### src/design/scm_pkg.sv
package scm_pkg;

  // Register byte offsets
  localparam logic [7:0] SMC_OFF      = 8'h00;
  localparam logic [7:0] CTRL_OFF     = 8'h04;
  localparam logic [7:0] STAT_OFF     = 8'h08;
  localparam logic [7:0] MASK_OFF     = 8'h0c;
  localparam logic [7:0] MODE_OFF     = 8'h10;

  // Field positions of system_mode_control, and of the keep bit in the control register
  localparam int DIV_SEL_LSB  = 5;
  localparam int FAST_WAKE_B  = 4;
  localparam int LOW_RDY_B    = 3;
  localparam int HIGH_RDY_B   = 2;
  localparam int IDLE_SEL_B   = 1;
  localparam int FAST_SEL_B   = 0;
  localparam int KEEP_B       = 0;

  // Reset values
  localparam logic [7:0] SMC_RST      = 8'h03;
  localparam logic       KEEP_RST     = 1'b0;
  localparam logic [3:0] MASK_RST     = 4'h0;

  // Event bits of the status and mask registers
  localparam int EV_HRDY      = 0;
  localparam int EV_LRDY      = 1;
  localparam int EV_WAKE      = 2;
  localparam int EV_HALT      = 3;

  // Oscillator settle counts, in oscillator cycles
  localparam logic [9:0] HXT_SETTLE   = 10'h200;
  localparam logic [9:0] INTERNAL_FAST_RC_SETTLE  = 10'h010;
  localparam logic [7:0] LXT_SETTLE   = 8'h80;
  localparam logic [7:0] INTERNAL_SLOW_RC_SETTLE  = 8'h02;

  // Clock switch source indices
  localparam logic [2:0] SRC_FAST     = 3'h0;
  localparam logic [2:0] SRC_SUB      = 3'h7;
  localparam logic [3:0] DIV_BASE     = 4'h8;

  // Operating modes
  typedef enum logic [5:0] {
    ST_NORMAL = 6'h01,
    ST_SLOW   = 6'h02,
    ST_IDLE_ALL_STOPPED_MODE  = 6'h04,
    ST_IDLE_CLOCK_KEPT_MODE  = 6'h08,
    ST_DEEP_HALT_MODE = 6'h10,
    ST_HALT_KEEP_SLOW_MODE = 6'h20
  } scm_state_t;

  // Maps register selection to a switch source index
  function automatic logic [2:0] scm_src(input logic fsel,
                                         input logic [2:0] dsel);
    if (fsel)
      return SRC_FAST;
    else if (dsel[2:1] == 2'h0)
      return SRC_SUB;
    else
      return 3'(DIV_BASE - {1'b0, dsel});
  endfunction

endpackage

### src/design/scm_top.sv
// Behaviour
// - Fast select high gives undivided fast clock; low uses divider select.
// - Divider 000/001 low-speed, 010../64 up to 111../2.
// - Fast and slow sources are fixed by configuration straps.
// - Normal mode: CPU on fast clock, undivided or divided, slow clocks all running.
// - Slow mode stops fast oscillator and its divided peripheral clocks.
// - Halt enters idle when idle select is one, else sleep.
// - Deep halt stops CPU and every clock, watchdog disabled.
// - Deep halt is never entered while voltage detect is enabled.
// - Halt keep slow: CPU, timebase stop; slow clocks kept if needed.
// - Idle with keep low stops system oscillator and CPU.
// - Idle with keep high stops CPU, system clock keeps running.
// - Fast wake with fast crystal runs on low-speed clock meanwhile.
// - Low ready flag low in deep halt; settles 128 or 2 cycles.
// - High ready flag clear at reset, set once fast oscillator stable.
// - High ready low in sleep, idle-stopped; 512 or 16 cycles.
`timescale 1ns/1ps
`default_nettype none
module scm_top (
  input  wire logic        core_clk,
  input  wire logic        sys_rst,
  input  wire logic        wb_cyc_i,
  input  wire logic        wb_stb_i,
  input  wire logic        wb_we_i,
  input  wire logic [7:0]  wb_adr_i,
  input  wire logic [3:0]  wb_sel_i,
  input  wire logic [31:0] wb_dat_i,
  output logic      [31:0] wb_dat_o,
  output logic             wb_ack_o,
  input  wire logic        fast_osc_pin,
  input  wire logic        slow_osc_pin,
  input  wire logic        cfg_fast_is_xtal,
  input  wire logic        cfg_slow_is_xtal,
  input  wire logic        cfg_wdt_on_sub,
  input  wire logic        watchdog_enable,
  input  wire logic        voltage_detect_enable,
  input  wire logic        cpu_halt,
  input  wire logic        wake_event,
  output logic             system_clock,
  output logic             cpu_run,
  output logic             low_speed_run,
  output logic             watchdog_clk_run,
  output logic             timebase_run,
  output logic             fast_osc_enable,
  output logic             fast_div_avail,
  output logic             watchdog_disable,
  output logic             irq
);
  import scm_pkg::*;

  ////////////////////////////////////////////////////////////////////////////
  // Declarations

  scm_state_t state_r;
  scm_state_t state_nxt;
  logic [7:0] smc_r;
  logic       keep_r;
  logic [3:0] stat_r;
  logic [3:0] mask_r;
  logic [3:0] ev;
  logic [1:0] osc_sync;
  logic       fast_d_r;
  logic       slow_d_r;
  logic [9:0] hcnt_r;
  logic [7:0] lcnt_r;
  logic       hrdy_r;
  logic       lrdy_r;
  logic       temp_sub_r;
  logic       halt_ok;
  logic       slow_sel;
  logic       keep_slow;
  logic       fast_run;
  logic       sub_run;
  logic       sys_gate;
  logic       cpu_go;
  logic [2:0] src_sel;
  logic [2:0] act_sel;
  logic       wb_req;
  logic       wr_en;
  logic       fast_rise;
  logic       slow_rise;
  logic       fast_strap;
  logic       slow_strap;

  ////////////////////////////////////////////////////////////////////////////
  // Oscillator pins enter through three-stage synchronisers

  scm_sync3 u_sync (
    .core_clk (core_clk),
    .sys_rst  (sys_rst),
    .async_in ({slow_osc_pin, fast_osc_pin}),
    .sync_out (osc_sync)
  );

  // Configuration straps are sampled after reset release
  always_ff @(posedge core_clk or posedge sys_rst) begin
    if (sys_rst) begin
      fast_strap <= 1'b0;
      slow_strap <= 1'b0;
    end else begin
      fast_strap <= cfg_fast_is_xtal;
      slow_strap <= cfg_slow_is_xtal;
    end
  end

  // Oscillator edge detection
  always_ff @(posedge core_clk or posedge sys_rst) begin
    if (sys_rst) begin
      fast_d_r <= 1'b0;
      slow_d_r <= 1'b0;
    end else begin
      fast_d_r <= osc_sync[0];
      slow_d_r <= osc_sync[1];
    end
  end

  always_comb begin
    fast_rise = osc_sync[0] && !fast_d_r;
    slow_rise = osc_sync[1] && !slow_d_r;
  end

  ////////////////////////////////////////////////////////////////////////////
  // Mode decode

  always_comb begin
    slow_sel  = !smc_r[FAST_SEL_B] && (smc_r[7:6] == 2'h0);
    keep_slow = voltage_detect_enable ||
                (watchdog_enable && cfg_wdt_on_sub);
    fast_run  = (state_r == ST_NORMAL) ||
                (state_r == ST_IDLE_CLOCK_KEPT_MODE && !slow_sel);
    sub_run   = !(state_r == ST_DEEP_HALT_MODE) &&
                !(state_r == ST_HALT_KEEP_SLOW_MODE && !keep_slow);
    cpu_go    = (state_r == ST_NORMAL &&
                 (hrdy_r || (temp_sub_r && lrdy_r))) ||
                (state_r == ST_SLOW && lrdy_r);
    sys_gate  = cpu_go || state_r == ST_IDLE_CLOCK_KEPT_MODE;
    halt_ok   = cpu_halt && cpu_go;
    src_sel   = temp_sub_r ? SRC_SUB :
                scm_src(smc_r[FAST_SEL_B],
                        smc_r[7:DIV_SEL_LSB]);
  end

  // Next operating mode
  always_comb begin
    state_nxt = state_r;
    unique case (state_r)
      ST_NORMAL, ST_SLOW: begin
        if (halt_ok) begin
          if (smc_r[IDLE_SEL_B])
            state_nxt = keep_r ? ST_IDLE_CLOCK_KEPT_MODE : ST_IDLE_ALL_STOPPED_MODE;
          else if (keep_slow)
            state_nxt = ST_HALT_KEEP_SLOW_MODE;
          else
            state_nxt = ST_DEEP_HALT_MODE;
        end else begin
          state_nxt = slow_sel ? ST_SLOW : ST_NORMAL;
        end
      end
      ST_IDLE_ALL_STOPPED_MODE, ST_IDLE_CLOCK_KEPT_MODE, ST_DEEP_HALT_MODE, ST_HALT_KEEP_SLOW_MODE: begin
        if (wake_event)
          state_nxt = slow_sel ? ST_SLOW : ST_NORMAL;
      end
      default: state_nxt = ST_NORMAL;
    endcase
  end

  // Mode register
  always_ff @(posedge core_clk or posedge sys_rst) begin
    if (sys_rst)
      state_r <= ST_NORMAL;
    else
      state_r <= state_nxt;
  end

  // Temporary low-speed clock after a fast wake-up
  always_ff @(posedge core_clk or posedge sys_rst) begin
    if (sys_rst)
      temp_sub_r <= 1'b0;
    else if (wake_event && state_nxt == ST_NORMAL &&
             (state_r == ST_HALT_KEEP_SLOW_MODE || state_r == ST_IDLE_ALL_STOPPED_MODE) &&
             smc_r[FAST_WAKE_B] && fast_strap && sub_run)
      temp_sub_r <= 1'b1;
    else if (hrdy_r || state_r != ST_NORMAL)
      temp_sub_r <= 1'b0;
  end

  ////////////////////////////////////////////////////////////////////////////
  // Oscillator ready flags

  // High-speed settle counter, held clear while the oscillator is off
  always_ff @(posedge core_clk or posedge sys_rst) begin
    if (sys_rst) begin
      hcnt_r <= 10'h000;
      hrdy_r <= 1'b0;
    end else if (!fast_run) begin
      hcnt_r <= 10'h000;
      hrdy_r <= 1'b0;
    end else if (!hrdy_r && fast_rise) begin
      hcnt_r <= hcnt_r + 10'h001;
      if (hcnt_r + 10'h001 ==
          (fast_strap ? HXT_SETTLE : INTERNAL_FAST_RC_SETTLE))
        hrdy_r <= 1'b1;
    end
  end

  // Low-speed settle counter
  always_ff @(posedge core_clk or posedge sys_rst) begin
    if (sys_rst) begin
      lcnt_r <= 8'h00;
      lrdy_r <= 1'b0;
    end else if (!sub_run) begin
      lcnt_r <= 8'h00;
      lrdy_r <= 1'b0;
    end else if (!lrdy_r && slow_rise) begin
      lcnt_r <= lcnt_r + 8'h01;
      if (lcnt_r + 8'h01 ==
          (slow_strap ? LXT_SETTLE : INTERNAL_SLOW_RC_SETTLE))
        lrdy_r <= 1'b1;
    end
  end

  ////////////////////////////////////////////////////////////////////////////
  // System clock switch

  scm_clk_switch u_switch (
    .core_clk (core_clk),
    .sys_rst  (sys_rst),
    .fast_lvl (osc_sync[0] && fast_run),
    .sub_lvl  (osc_sync[1] && sub_run),
    .sel      (src_sel),
    .gate_en  (sys_gate),
    .act_sel  (act_sel),
    .clk_out  (system_clock)
  );

  // Clock enables seen by CPU and peripherals
  always_ff @(posedge core_clk or posedge sys_rst) begin
    if (sys_rst) begin
      cpu_run          <= 1'b0;
      low_speed_run    <= 1'b0;
      watchdog_clk_run <= 1'b0;
      timebase_run     <= 1'b0;
      fast_osc_enable  <= 1'b0;
      fast_div_avail   <= 1'b0;
      watchdog_disable <= 1'b0;
    end else begin
      cpu_run          <= cpu_go;
      low_speed_run    <= sub_run;
      watchdog_clk_run <= sub_run;
      timebase_run     <= state_r != ST_DEEP_HALT_MODE &&
                          state_r != ST_HALT_KEEP_SLOW_MODE;
      fast_osc_enable  <= fast_run;
      fast_div_avail   <= fast_run && hrdy_r;
      watchdog_disable <= state_r == ST_DEEP_HALT_MODE;
    end
  end

  ////////////////////////////////////////////////////////////////////////////
  // Wishbone slave: ack one cycle after the strobe, one cycle wide

  always_comb begin
    wb_req = wb_cyc_i && wb_stb_i;
    wr_en  = wb_req && wb_we_i && wb_ack_o && wb_sel_i[0];
    ev     = '0;
    ev[EV_HRDY] = fast_run && !hrdy_r && fast_rise &&
                  (hcnt_r + 10'h001 ==
                   (fast_strap ? HXT_SETTLE : INTERNAL_FAST_RC_SETTLE));
    ev[EV_LRDY] = sub_run && !lrdy_r && slow_rise &&
                  (lcnt_r + 8'h01 ==
                   (slow_strap ? LXT_SETTLE : INTERNAL_SLOW_RC_SETTLE));
    ev[EV_WAKE] = wake_event && !(state_r == ST_NORMAL ||
                                  state_r == ST_SLOW);
    ev[EV_HALT] = halt_ok;
  end

  // Acknowledge and read data
  always_ff @(posedge core_clk or posedge sys_rst) begin
    if (sys_rst) begin
      wb_ack_o <= 1'b0;
      wb_dat_o <= 32'h0000_0000;
    end else begin
      wb_ack_o <= wb_req && !wb_ack_o;
      if (wb_req && !wb_ack_o) begin
        unique case (wb_adr_i)
          SMC_OFF: begin
            wb_dat_o <= {24'h000000, smc_r[7:4], lrdy_r, hrdy_r,
                         smc_r[1:0]};
          end
          CTRL_OFF: wb_dat_o <= {31'h0, keep_r};
          STAT_OFF: wb_dat_o <= {28'h0, stat_r};
          MASK_OFF: wb_dat_o <= {28'h0, mask_r};
          MODE_OFF: wb_dat_o <= {26'h0, state_r};
          default:  wb_dat_o <= 32'h0000_0000;
        endcase
      end
    end
  end

  // Writable control registers, written at the acknowledging edge
  always_ff @(posedge core_clk or posedge sys_rst) begin
    if (sys_rst) begin
      smc_r  <= SMC_RST;
      keep_r <= KEEP_RST;
      mask_r <= MASK_RST;
    end else if (wr_en) begin
      if (wb_adr_i == SMC_OFF)
        smc_r <= wb_dat_i[7:0] & 8'hf3;
      if (wb_adr_i == CTRL_OFF)
        keep_r <= wb_dat_i[KEEP_B];
      if (wb_adr_i == MASK_OFF)
        mask_r <= wb_dat_i[3:0];
    end
  end

  // Sticky event bits: write one clears, a new event wins
  always_ff @(posedge core_clk or posedge sys_rst) begin
    if (sys_rst)
      stat_r <= 4'h0;
    else if (wr_en && wb_adr_i == STAT_OFF)
      stat_r <= (stat_r & ~wb_dat_i[3:0]) | ev;
    else
      stat_r <= stat_r | ev;
  end

  // Level interrupt
  always_ff @(posedge core_clk or posedge sys_rst) begin
    if (sys_rst)
      irq <= 1'b0;
    else
      irq <= |(stat_r & mask_r);
  end
endmodule
`default_nettype wire

### src/design/scm_sync3.sv
`timescale 1ns/1ps
`default_nettype none
module scm_sync3 (
  input  wire logic       core_clk,
  input  wire logic       sys_rst,
  input  wire logic [1:0] async_in,
  output logic      [1:0] sync_out
);
  import scm_pkg::*;

  logic [1:0] s1_r;
  logic [1:0] s2_r;
  logic [1:0] s3_r;

  // Three stages; output moves once the last two agree
  always_ff @(posedge core_clk or posedge sys_rst) begin
    if (sys_rst) begin
      s1_r     <= 2'h0;
      s2_r     <= 2'h0;
      s3_r     <= 2'h0;
      sync_out <= 2'h0;
    end else begin
      s1_r <= async_in;
      s2_r <= s1_r;
      s3_r <= s2_r;
      for (int i = 0; i < 2; i++) begin
        if (s2_r[i] == s3_r[i])
          sync_out[i] <= s3_r[i];
      end
    end
  end

endmodule
`default_nettype wire

### src/design/scm_clk_switch.sv
`timescale 1ns/1ps
`default_nettype none
module scm_clk_switch (
  input  wire logic       core_clk,
  input  wire logic       sys_rst,
  input  wire logic       fast_lvl,
  input  wire logic       sub_lvl,
  input  wire logic [2:0] sel,
  input  wire logic       gate_en,
  output logic      [2:0] act_sel,
  output logic            clk_out
);
  import scm_pkg::*;

  logic [5:0] div_r;
  logic       fast_d_r;
  logic       gate_r;
  logic [7:0] lvl;

  // Candidate levels: fast, fast/2 .. fast/64, low-speed
  always_comb begin
    lvl = {sub_lvl, div_r, fast_lvl};
  end

  // Ripple divider advanced on each fast rising edge
  always_ff @(posedge core_clk or posedge sys_rst) begin
    if (sys_rst) begin
      div_r    <= 6'h00;
      fast_d_r <= 1'b0;
    end else begin
      fast_d_r <= fast_lvl;
      if (fast_lvl && !fast_d_r)
        div_r <= div_r + 6'h01;
    end
  end

  // Source changes only while old and new levels are low, gate only while the active level is low
  always_ff @(posedge core_clk or posedge sys_rst) begin
    if (sys_rst) begin
      act_sel <= SRC_FAST;
      gate_r  <= 1'b0;
      clk_out <= 1'b0;
    end else begin
      if (!lvl[act_sel] && !lvl[sel])
        act_sel <= sel;
      if (!lvl[act_sel])
        gate_r <= gate_en;
      clk_out <= gate_r && lvl[act_sel];
    end
  end
endmodule
`default_nettype wire

### config.mk
export PLATFORM = sky130hd
export DESIGN_NAME = scm_top
export DESIGN_NICKNAME = d
export VERILOG_FILES = /design/src/design/scm_pkg.sv /design/src/design/scm_top.sv /design/src/design/scm_sync3.sv /design/src/design/scm_clk_switch.sv
export SDC_FILE = /design/constraint.sdc
export NUM_CORES = 1
export LEC_CHECK = 0
export BUFFER_PORTS_ARGS = -buffer_cell sky130_fd_sc_hd__buf_2
export CAP_MARGIN = 20
export CORE_MARGIN = 4
export CORE_UTILIZATION = 35
export DETAILED_ROUTE_END_ITERATION = 10
export GPL_ROUTABILITY_DRIVEN = 0
export PLACE_DENSITY = 0.52
export SLEW_MARGIN = 5
export SYNTH_ARGS = -nofsm -noshare
export SYNTH_HDL_FRONTEND = slang
export SYNTH_HIERARCHICAL = 1
export SYNTH_SLANG_ARGS = --single-unit
### constraint.sdc
create_clock -name core_clk -period 3.4 [get_ports core_clk]
set_clock_uncertainty 0.05 [all_clocks]
set_input_delay 0.17 -clock core_clk [delete_from_list [all_inputs] [get_ports core_clk]]
set_output_delay 0.17 -clock core_clk [all_outputs]
set_load 0.02 [all_outputs]
==> key figures, run 1 <==
Timing
  • Actual slew at the worst max-slew pin: about 900 ps
  • Final min period: between 2000 and 3000 ps
  • Slew HR: between 40% and 50%
  • Final hold vios: 0
  • RSZ-0062 raised after global routing: false
  • Setup violations, final: 0
  • Tcrit/Tclk final: 79.72%
  • Max Freq: around 370 MHz
  • Post-Route Setup TNS: 0 ps
  • Max Transition Viols Final: 0

Floorplan
  • Die Y-Extent: 117.7 µm
  • IO Pins: 100
  • Initial Utilization: 36.25%
  • Core area: approximately 12000 µm²
  • Die Width: approximately 120 µm
  • Floorplan row count: 39
  • Die area: between 10000 and 15000 µm²

Route
  • WL per Instance: 14.13 µm
  • Pre-antenna DRT Iters: 4
  • DRC: 0
  • Vias: about 3000
  • Final wirelength: roughly 8600 µm
  • Final ANT Viol Nets: 0
  • Initial drt markers: 129
  • Via density: slightly below 5

Power
  • Pwr Total: 2.729 mW
  • Peak supply drop: approximately 0.22 mV
  • P per Cell Area: between 500 and 600 nW/µm²
  • Leakage: 2.231 nW

Synth
  • Area leader, netlist: dfrtp_1
  • Ys Warns: 6
  • Top post-synthesis cells by count: dfrtp_1 (79), nor2_1 (44), nand2_1 (36), buf_4 (26), o21ai_0 (20)
  • Share of Yosys cell area claimed by the top area cell type: 46.95%
  • EDFF count, synth: 0
  • Cells after Synth: 410
  • Post-synthesis average cell area: 10.27 µm²
  • Most frequent cell after synthesis: dfrtp_1
  • Post-synthesis register bit count: 82
  • Ys flop type: dfrtp_1
  • Asr flop ratio synth: 100.0%
  • Post-synthesis sequential area ratio: 48.83%
  • Largest cells by area after synthesis: dfrtp_1 (47%), buf_4 (4.6%), nor2_1 (3.9%)
  • Yosys cell types: 60
  • Cell Area, Synth: around 4200 µm²

Worst setup path
  • Setup crit start kind: flip-flop
  • CP required: 3570 ps
  • CP Max Fanout: 5
  • Worst Reg2Reg Path Length in Cells: 8
  • Critical path class: flip-flop to flip-flop
  • CP Data Arrival Time: between 2000 and 3000 ps
  • Worst Setup End Kind: flip-flop

Worst hold path
  • Worst hold path type: input pin to flip-flop
  • Worst hold path depth: 2

GRT
  • GRT Residual Overflow: 0
  • Largest net degree at the start of global routing: 35
  • Initial antenna violation count: 0
  • Vias in the first global route: around 3000
  • GRT Total Usage: approximately 13%
  • First-pass GRT wire length: about 15000 µm

CTS
  • Cts repair resizes: 0
  • Clock latency on the worst-skew pair: 330 ps
  • H-tree depth: 3
  • TritonCTS clock tree: yes
  • Clk sinks: 82
  • CTS clk-pin slew, worst paths: 60 ps
  • Post-CTS Hold Buffers: 5
  • Num CTS Buffers: 9
  • Maximum clock path buffer count: 2
  • Setup Fix Bufs, Post-CTS: 0
  • CTS root buf: clkbuf_16

Layout
  • Final Net Count: 523
  • Layout cell share with drive strength beyond 1: 20.60%
  • # diodes: 0
  • Area delta synth->final: 14.86%
  • Layout Cells excl Fill: approximately 610
  • Final core occ: 41.64%

Place
  • Number of buffers added on ports: 48
  • Placed insts: 588
  • Detailed Place HPWL: 6270 µm

Job
  • Max-cap violations: 0

Run status
  • Run status: complete, no violations
[final cells by class]
type | instances | area, µm²
Tap cell | 143 | 178.9
Clock inverter | 2 | 37.54
Fill cell | 1137 | 6778
Inverter | 19 | 71.32
Multi-Input combinational cell | 291 | 1911
Clock buffer | 14 | 254.0
Sequential cell | 82 | 2056
Timing Repair Buffer | 58 | 327.8
[cells in the final DEF (no fill, tap or decap), types with 3 or more instances in the layout]
| master | count |
|---|---|
| dlygate4sd3_1 | 5 |
| o21ai_0 | 20 |
| a22oi_1 | 6 |
| nand3_1 | 9 |
| mux2_4 | 3 |
| conb_1 | 24 |
| clkbuf_16 | 9 |
| inv_1 | 18 |
| or4_1 | 3 |
| nor2b_1 | 7 |
| nand4b_1 | 3 |
| dfrtp_1 | 79 |
| buf_4 | 5 |
| nand4_1 | 7 |
| mux4_2 | 4 |
| nand3b_1 | 3 |
| clkbuf_1 | 4 |
| nor2_1 | 44 |
| xnor2_1 | 11 |
| and3_1 | 3 |
| nand2_1 | 36 |
| nor3_1 | 4 |
| nor4_1 | 4 |
| ha_1 | 4 |
| buf_2 | 48 |
| a31oi_1 | 5 |
| dfstp_2 | 3 |
| or3_1 | 3 |
| mux2_2 | 11 |
| a21oi_1 | 8 |
| xor2_1 | 17 |
| mux2i_1 | 8 |
| nand2b_1 | 3 |
| a22o_1 | 4 |
[sequential cells by signal (all words and copies together), names as in the netlist, 2 cells and up]
signal            cells
smc_r                 6
u_switch/div_r        6
u_switch/act_sel      3
u_sync/sync_out       2
hcnt_r               10
stat_r                4
u_sync/s1_r           2
state_r               6
mask_r                4
lcnt_r                8
u_sync/s3_r           2
u_sync/s2_r           2
wb_dat_o              8
[worst paths after layout]
path | end | from | slack [ps]
worst max-delay path | u_switch/act_sel[1] | smc_r[6] | 690
worst min-delay path | smc_r[5] | wb_dat_i[5] | 20
worst max register to register | u_switch/act_sel[1] | smc_r[6] | 690
worst min register to register | u_sync/s2_r[0] | u_sync/s1_r[0] | 300
max in group asynchronous | smc_r[0] | sys_rst | 1970
min in group asynchronous | u_sync/s3_r[0] | sys_rst | 300
[cells by family (layout without fill, tap and decap cells)]
family,after synthesis,after routing,synth area share (%)
simple gates,139,139,16.73
flops,82,82,48.83
compound gates,67,67,10.64
buf+inv,60,93,7.846
xor+xnor,28,28,5.825
mux,27,27,8.321
fa+ha+maj,6,6,1.724
other cells,1,24,0.08907
[routing by layer]
metal	up-vias	track usage [%]	wire [µm]
met2	71	19.83	3860
met1	1444	17.46	4198
met3	10	3.748	412
met4	0	3.663	136
met5	-	0	0
li1	1479	-	-
[stage by stage]
stage / setup WS (ps) / cell area [µm²] / hold WS (ps)
after floorplan: 382.2 / 4297 / -64.34
after global placement: 679.2 / 4494 / 100.1
after global routing: 450.1 / 4836 / 10.03
after detailed placement: 680.1 / 4494 / 110.0
final: 689.5 / 4836 / 17.47
after CTS: 682.1 / 4836 / 3.545
[worst max-delay path, cell delays in order, from the launching register on]
cell      delay (ps)
dfrtp_1          400
inv_1             60
ha_1             260
inv_1             30
o21ai_0          560
mux4_2           570
nand2b_1         170
a21o_1           200
mux2_4           300
[report_power, final]
part	leakage, nW	switching, mW	internal [mW]	total, mW
logic	1.05	0.297	0.222	0.519
clock network	0.137	0.371	0.591	0.962
registers	1.04	0.147	1.10	1.25
Power figures use the tool's default switching activity.
==> run 2, diff against run 1 <==
==> constraint.sdc (replaced) <==
create_clock -name core_clk -period 2.5 [get_ports core_clk]
set_clock_uncertainty 0.05 [all_clocks]
set_input_delay 0.125 -clock core_clk [delete_from_list [all_inputs] [get_ports core_clk]]
set_output_delay 0.125 -clock core_clk [all_outputs]
set_load 0.02 [all_outputs]
==> run 2 against run 1 <==
  * Worst hold slack about the same
  * Clock power up 52%
  * Sequential power up 35%
  * Non-clock buffer count up 27
  * Sequential share of layout area down 2.6 points
  * Critical path type unchanged
  * Via count up 4.1%
==> key figures, run 2 (synthesis gave the netlist of run 1 again) <==
Timing
  • Setup violations, final: 0 (unchanged)
  • Tcrit/Tclk final: 97.52% (+18 points)
  • Actual slew at the worst max-slew pin: 636.5 ps (-255.6 ps)
  • Max Transition Viols Final: 0 (unchanged)
  • Max Freq: 410.2 MHz (+11%)
  • Fin worst setup slack: 61.99 ps (-627.5 ps)
  • Final min period: 2438 ps (-272.5 ps)
  • Final hold vios: 0 (unchanged)
  • Hold_ws: 16.98 ps (-0.4928 ps)
  • Slew HR: 57.50% (+17 points)

Power
  • Peak supply drop: 0.2951 mV (+36%)
  • Leakage: 2.398 nW (+7.5%)
  • Pwr Total: 3.964 mW (+45%)
  • P per Cell Area: 768.8 nW/µm² (+36%)

Worst setup path
  • Setup crit start kind: flip-flop
  • Worst Setup End Kind: flip-flop
  • Crit-path max cell delay: 440 ps (-130 ps)
  • Crit-path slowest cell: dfrtp_2
  • CP Data Arrival Time: 2610 ps (-270 ps)
  • Crit-path cells: nor3_4, nor3_1, a21oi_1, or3_4, nor2_4, mux4_2, mux2_4, a21o_1, mux2_4
  • Critical path class: flip-flop to flip-flop
  • CP required: 2670 ps (-900 ps)
  • CP Max Fanout: 5 (unchanged)
  • Most frequent CP cell: mux2_4

Floorplan
  • Initial Utilization: 36.25% (unchanged)
  • Die Y-Extent: 117.7 µm (unchanged)
  • Core area: 11610 µm² (unchanged)
  • Floorplan row count: 39 (unchanged)
  • Die area: 13850 µm² (unchanged)
  • Die Width: 117.7 µm (unchanged)
  • IO Pins: 100 (unchanged)

Layout
  • Post-Layout Inst Area: 5156 µm² (+6.6%)
  • Max FFs per register: 10 (unchanged)
  • Commonest non-fill, non-tap cell in the layout: dfrtp_1
  • Largest regs: hcnt_r: 10 flops, lcnt_r: 8 flops, wb_dat_o: 8 flops
  • Most frequent cells in the layout: dfrtp_1 (78), buf_2 (48), nor2_1 (43)
  • Layout cell share with drive strength beyond 1: 25.96% (+5.4 points)
  • Biggest register: hcnt_r
  • Final Net Count: 550 (+5.2%)
  • Area delta synth->final: 22.47%
  • # diodes: 0 (unchanged)
  • Layout Cells excl Fill: 636 (+4.4%)

Route
  • Final ANT Viol Nets: 0 (unchanged)
  • Initial drt markers: 142 (+10%)
  • Via density: 4.915 (-0.36%)
  • Vias: 3126 (+4.1%)
  • Pre-antenna DRT Iters: 4 (unchanged)
  • WL per Instance: 14.32 µm (+1.3%)
  • Final wirelength: 9109 µm (+5.8%)
  • DRC: 0 (unchanged)

Run status
  • Run status: complete, no violations

CTS
  • Clock latency on the worst-skew pair: 340 ps (about the same)
  • Maximum clock path buffer count: 2 (unchanged)
  • CTS root buf: clkbuf_16
  • H-tree depth: 3 (unchanged)
  • CTS clk-pin slew, worst paths: 60 ps (about the same)
  • Num CTS Buffers: 9 (unchanged)
  • TritonCTS clock tree: yes
  • Clk sinks: 82 (unchanged)

GRT
  • GRT Residual Overflow: 0 (unchanged)
  • Vias in the first global route: 3094 (+5.1%)
  • Largest net degree at the start of global routing: 36 (+2.9%)
  • Initial antenna violation count: 0 (unchanged)
  • First-pass GRT wire length: 15490 µm (+5.5%)
  • GRT Total Usage: 13.87% (+1.1 points)

Place
  • Placement Cell Area: 4666 µm² (+3.8%)
  • Placed insts: 606 (+3.1%)
  • Number of buffers added on ports: 48 (unchanged)
  • Detailed Place HPWL: 6753 µm (+7.7%)
  • Pre-CTS WS: 31.71 ps (-648.4 ps)

Job
  • Max-cap violations: 0 (unchanged)

Worst hold path
  • Worst hold path type: input pin to flip-flop
[run 2: cell types whose count changed in the layout (fill, tap and decap cells not counted), moves of 2 or more]
cell / previous run / this run
buf_4: 5 / 24
clkbuf_1: 4 / 0
dlygate4sd3_1: 5 / 11
or3_1: 3 / 1
or3_4: 0 / 2
[run 2: layout make-up]
| type | instances | area [µm²] |
|---|---|---|
| fillers | 1112 | 6457 |
| clock inverters | 5 | 83.83 |
| flip-flops and latches | 82 | 2057 |
| well taps | 143 | 178.9 |
| repair buffers | 85 | 561.8 |
| inverters | 19 | 71.32 |
| multi-input cells | 291 | 1951 |
| clock buffers | 11 | 252.7 |
[run 2: per-stage QoR]
step                      TNS, ps  util (%)
after global placement          0     40.17
after global routing       -40.21     44.40
after floorplan            -195.5         -
after detailed placement        0     40.17
final                           0     44.40
after CTS                       0     44.02
[run 2: worst paths after layout]
check	slack [ps]	cells after the start	start	end
setup / recovery	60	9	smc_r[6]	u_switch/act_sel[0]
hold / removal	20	3	wb_dat_i[1]	smc_r[1]
setup reg to reg	60	9	smc_r[6]	u_switch/act_sel[0]
hold reg to reg	300	0	u_sync/s1_r[1]	u_sync/s2_r[1]
max in group asynchronous	1320	4	sys_rst	smc_r[1]
min in group asynchronous	260	3	sys_rst	u_sync/s2_r[0]
[run 2: power by group]
group	switching, mW	internal [mW]	total (mW)
Clock	0.531	0.932	1.46
Combinational	0.445	0.365	0.810
Sequential	0.192	1.50	1.69
[run 2: what timing repair did]
item                       4_1_cts  5_1_grt
hold endpoints to repair        57        0
setup endpoints to repair        0        3
setup buffers                    0        3
hold buffers                    11        0
gates resized for setup          0        6
[run 2: routing by layer]
layer | part of all wire [%] | wire length [µm] | vias up | GRT usage (%)
li1 | - | - | 1543 | -
met1 | 47 | 4247 | 1495 | 18.03
met2 | 46 | 4231 | 76 | 21.85
met3 | 5.0 | 452 | 12 | 3.508
met4 | 1.9 | 177 | 0 | 6.227
met5 | 0 | 0 | - | 0
[run 2: worst max-delay path: cells and delay by family (launching register included)]
family,cells,cell delay [ps]
flops,1,440
simple gates,4,490
mux,3,1020
compound gates,2,320
==> run 3, diff against run 2 <==
--- a/config.mk
+++ b/config.mk
@@ -5,6 +5,7 @@
 export SDC_FILE = /design/constraint.sdc
 export NUM_CORES = 1
 export LEC_CHECK = 0
+export ABC_AREA = 1
 export BUFFER_PORTS_ARGS = -buffer_cell sky130_fd_sc_hd__buf_2
 export CAP_MARGIN = 20
 export CORE_MARGIN = 4
@@ -12,6 +13,7 @@
 export DETAILED_ROUTE_END_ITERATION = 10
 export GPL_ROUTABILITY_DRIVEN = 0
 export PLACE_DENSITY = 0.52
+export SETUP_SLACK_MARGIN = 0.4
 export SLEW_MARGIN = 5
 export SYNTH_ARGS = -nofsm -noshare
 export SYNTH_HDL_FRONTEND = slang
==> run 3 against run 2 <==
  * Die area up 2.7%
  * Total power down 5.5%
  * Synthesized area up 2.9%
  * Synthesized cell count grew 29%
  * Clock power hardly changed
  * Largest cell class unchanged
==> key figures, run 3 <==
CTS
  • TritonCTS clock tree: yes
  • CTS root buf: clkbuf_16
  • Clk sinks: 82 (unchanged)
  • Maximum clock path buffer count: 2 (unchanged)
  • H-tree depth: 3 (unchanged)
  • Clock latency on the worst-skew pair: 340 ps (about the same)
  • Num CTS Buffers: 9 (unchanged)
  • CTS clk-pin slew, worst paths: 60 ps (about the same)

Worst setup path
  • CP Max Fanout: 5 (unchanged)
  • CP required: 2670 ps (about the same)
  • Worst Setup End Kind: flip-flop
  • Crit-path max cell delay: 580 ps (+140 ps)
  • Setup crit start kind: flip-flop
  • Critical path class: flip-flop to flip-flop
  • Crit-path slowest cell: dfstp_2
  • Worst Reg2Reg Path Length in Cells: 11 (+2)
  • Crit-path cells: inv_1, nand3_2, nand3_2, nand2_4, inv_2, nor2_4, inv_2, nor2_4, nand3b_1, buf_4, xor2_1
  • CP Data Arrival Time: 2100 ps (-510 ps)

Power
  • Peak supply drop: 0.3717 mV (+26%)
  • P per Cell Area: 717.7 nW/µm² (-6.7%)
  • Pwr Total: 3.745 mW (-5.5%)
  • Leakage: 2.640 nW (+10%)

Route
  • Initial drt markers: 194 (+37%)
  • Pre-antenna DRT Iters: 4 (unchanged)
  • WL per Instance: 12.18 µm (-15%)
  • Vias: 3518 (+13%)
  • Via density: 4.510 (-8.2%)
  • Final ANT Viol Nets: 0 (unchanged)
  • DRC: 0 (unchanged)
  • Final wirelength: 9498 µm (+4.3%)

Timing
  • RSZ-0062 raised after global routing: false
  • Max Freq: 518.0 MHz (+26%)
  • Max Transition Viols Final: 0 (unchanged)
  • Setup violations, final: 0 (unchanged)
  • Post-Route Setup TNS: 0 ps (unchanged)
  • Final min period: 1931 ps (-507.4 ps)
  • Final hold vios: 0 (unchanged)
  • Tcrit/Tclk final: 77.23% (-20 points)

Synth
  • Cells after Synth: 529 (+29%)
  • Post-synthesis sequential area ratio: 47.43% (-1.4 points)
  • Simple-gate share of the synthesized area: 26.15% (+9.4 points)
  • Most frequent cell after synthesis: nand2_1
  • Ys Warns: 6 (unchanged)
  • Area leader, netlist: dfrtp_1
  • Largest family of logic cells by synthesized area: simple AND/OR/NAND/NOR gates
  • Synth Area in Adders: 1.155% (-0.57 points)
  • Asr flop ratio synth: 100.0% (unchanged)
  • Synth Area in Compound Gates: 10.33% (-0.30 points)
  • Post-synthesis average cell area: 8.193 µm² (-20%)
  • Mux share of post-synthesis cell area: 0.2598% (-8.1 points)
  • Yosys cell types: 39 (-35%)
  • Share of Yosys cell area claimed by the top area cell type: 45.61% (-1.3 points)
  • Cell Area, Synth: 4334 µm² (+2.9%)
  • EDFF count, synth: 0 (unchanged)
  • Top post-synthesis cells by count: nand2_1 (121), inv_1 (80), dfrtp_1 (79), nand3_1 (41), nor2_1 (33)
  • Post-synthesis register bit count: 82 (unchanged)
  • Largest cells by area after synthesis: dfrtp_1 (46%), nand2_1 (10%), inv_1 (6.9%)
  • Ys flop type: dfrtp_1
  • Synth Area in XOR/XNOR: 2.425% (-3.4 points)

Layout
  • # diodes: 0 (unchanged)
  • Biggest register: hcnt_r
  • Area delta synth->final: 20.41%
  • Commonest non-fill, non-tap cell in the layout: nand2_1
  • Final Net Count: 669 (+22%)
  • Layout Cells excl Fill: 780 (+23%)
  • Most frequent cells in the layout: nand2_1 (121), dfrtp_1 (78), inv_1 (77)
  • Largest regs: hcnt_r: 10 flops, lcnt_r: 8 flops, wb_dat_o: 8 flops
  • Layout cell share with drive strength beyond 1: 20.59% (-5.4 points)
  • Max FFs per register: 10 (unchanged)

Worst hold path
  • Worst hold path depth: 3 (unchanged)
  • Worst hold path type: input pin to flip-flop

Job
  • Max-cap violations: 0 (unchanged)

GRT
  • Initial antenna violation count: 0 (unchanged)
  • Most used routing layer: met2
  • Met3 GRT Util: 3.181% (-0.33 points)
  • GRT Residual Overflow: 0 (unchanged)
  • Vias in the first global route: 3373 (+9.0%)
  • First-pass GRT wire length: 15840 µm (+2.2%)
  • Grt met1 use: 17.69% (-0.35 points)
  • GRT Total Usage: 13.81% (-0.069 points)
  • Routing usage on met2: 22.36% (+0.51 points)
  • Largest net degree at the start of global routing: 27 (-25%)

Floorplan
  • Die Width: 119.3 µm (+1.4%)
  • Floorplan row count: 40 (+2.6%)
  • Initial Utilization: 35.93% (-0.32 points)
  • Die area: 14230 µm² (+2.7%)
  • Die Y-Extent: 119.3 µm (+1.4%)
  • IO Pins: 100 (unchanged)
  • Core area: 12060 µm² (+3.9%)

Place
  • Placed insts: 744 (+23%)
  • Number of buffers added on ports: 48 (unchanged)
  • Detailed Place HPWL: 7282 µm (+7.8%)

Run status
  • Run status: complete, no violations
==> run 3: cell count changes after synthesis, moves of 9 or more <==
cell	delta
nand2_1	+85
inv_1	+61
nand3_1	+32
clkbuf_1	-14
o22ai_1	+13
nor2_1	-11
mux2_2	-10
xnor2_1	-10
o21ai_0	+9
==> run 3: layout make-up <==
| cell class | instances | area, µm² |
|---|---|---|
| Clock buffer | 15 | 297.8 |
| Clock inverter | 1 | 30.03 |
| Fill cell | 1220 | 6843 |
| Inverter | 89 | 334.1 |
| Multi-Input combinational cell | 355 | 1862 |
| Sequential cell | 82 | 2057 |
| Tap cell | 168 | 210.2 |
| Timing Repair Buffer | 70 | 427.9 |
==> run 3: path summary, 6_finish.rpt <==
path / start / to / slack (ps)
max reg2reg: smc_r[0] / u_switch/div_r[3] / 570
min in group asynchronous: sys_rst / u_sync/s1_r[0] / 250
min reg2reg: u_sync/s1_r[0] / u_sync/s2_r[0] / 300
max: smc_r[0] / u_switch/div_r[3] / 570
min: wb_dat_i[7] / smc_r[7] / 10
max in group asynchronous: sys_rst / smc_r[0] / 1380
==> run 3: what timing repair did <==
| action | in CTS | in global routing |
|---|---|---|
| resized for setup | 3 | 7 |
| endpoints found under the setup margin | 8 | 9 |
| pin swaps | 0 | 7 |
| hold endpoints to repair | 44 | 0 |
| buffers inserted | 0 | 11 |
| hold buffers | 9 | 0 |
==> run 3: power breakdown <==
group	switching (mW)	internal, mW
clock network	0.516	0.911
logic	0.437	0.256
registers	0.154	1.47
total	1.11	2.64
==> run 3: routing by layer <==
metal,vias to the layer above,share of wire [%]
met1,1617,47
met5,-,0
met2,80,47
li1,1810,-
met4,0,1.7
met3,11,4.9
==> run 3: cell families after synthesis <==
| kind of cell | count (synthesis) |
|---|---|
| muxes | 1 |
| DFF | 82 |
| other | 1 |
| and+or+nand+nor | 236 |
| adders and majority gates | 4 |
| xor gates and xnor gates | 12 |
| buffers and inverters | 115 |
| AOI/OAI and AO/OA | 78 |
==> run 3: critical path, delay by kind of cell (launching register included) <==
kind                   cells  cell delay, ps
XOR/XNOR                   1             130
buffers and inverters      4             360
AND/OR/NAND/NOR            6             690
flip-flops                 1             580
==> run 3: per-stage QoR <==
| step | worst slack, ps | instance area [µm²] | utilization, % | hold slack [ps] |
|---|---|---|---|---|
| floorplan | 625.8 | 4420 | - | -109.3 |
| global placement | 299.9 | 4693 | 38.91 | 65.23 |
| detailed placement | 281.7 | 4693 | 38.91 | 68.70 |
| CTS | 390.1 | 5119 | 42.44 | 4.446 |
| global route | 401.0 | 5219 | 43.27 | 30.03 |
| finish | 569.4 | 5219 | 43.27 | 11.03 |
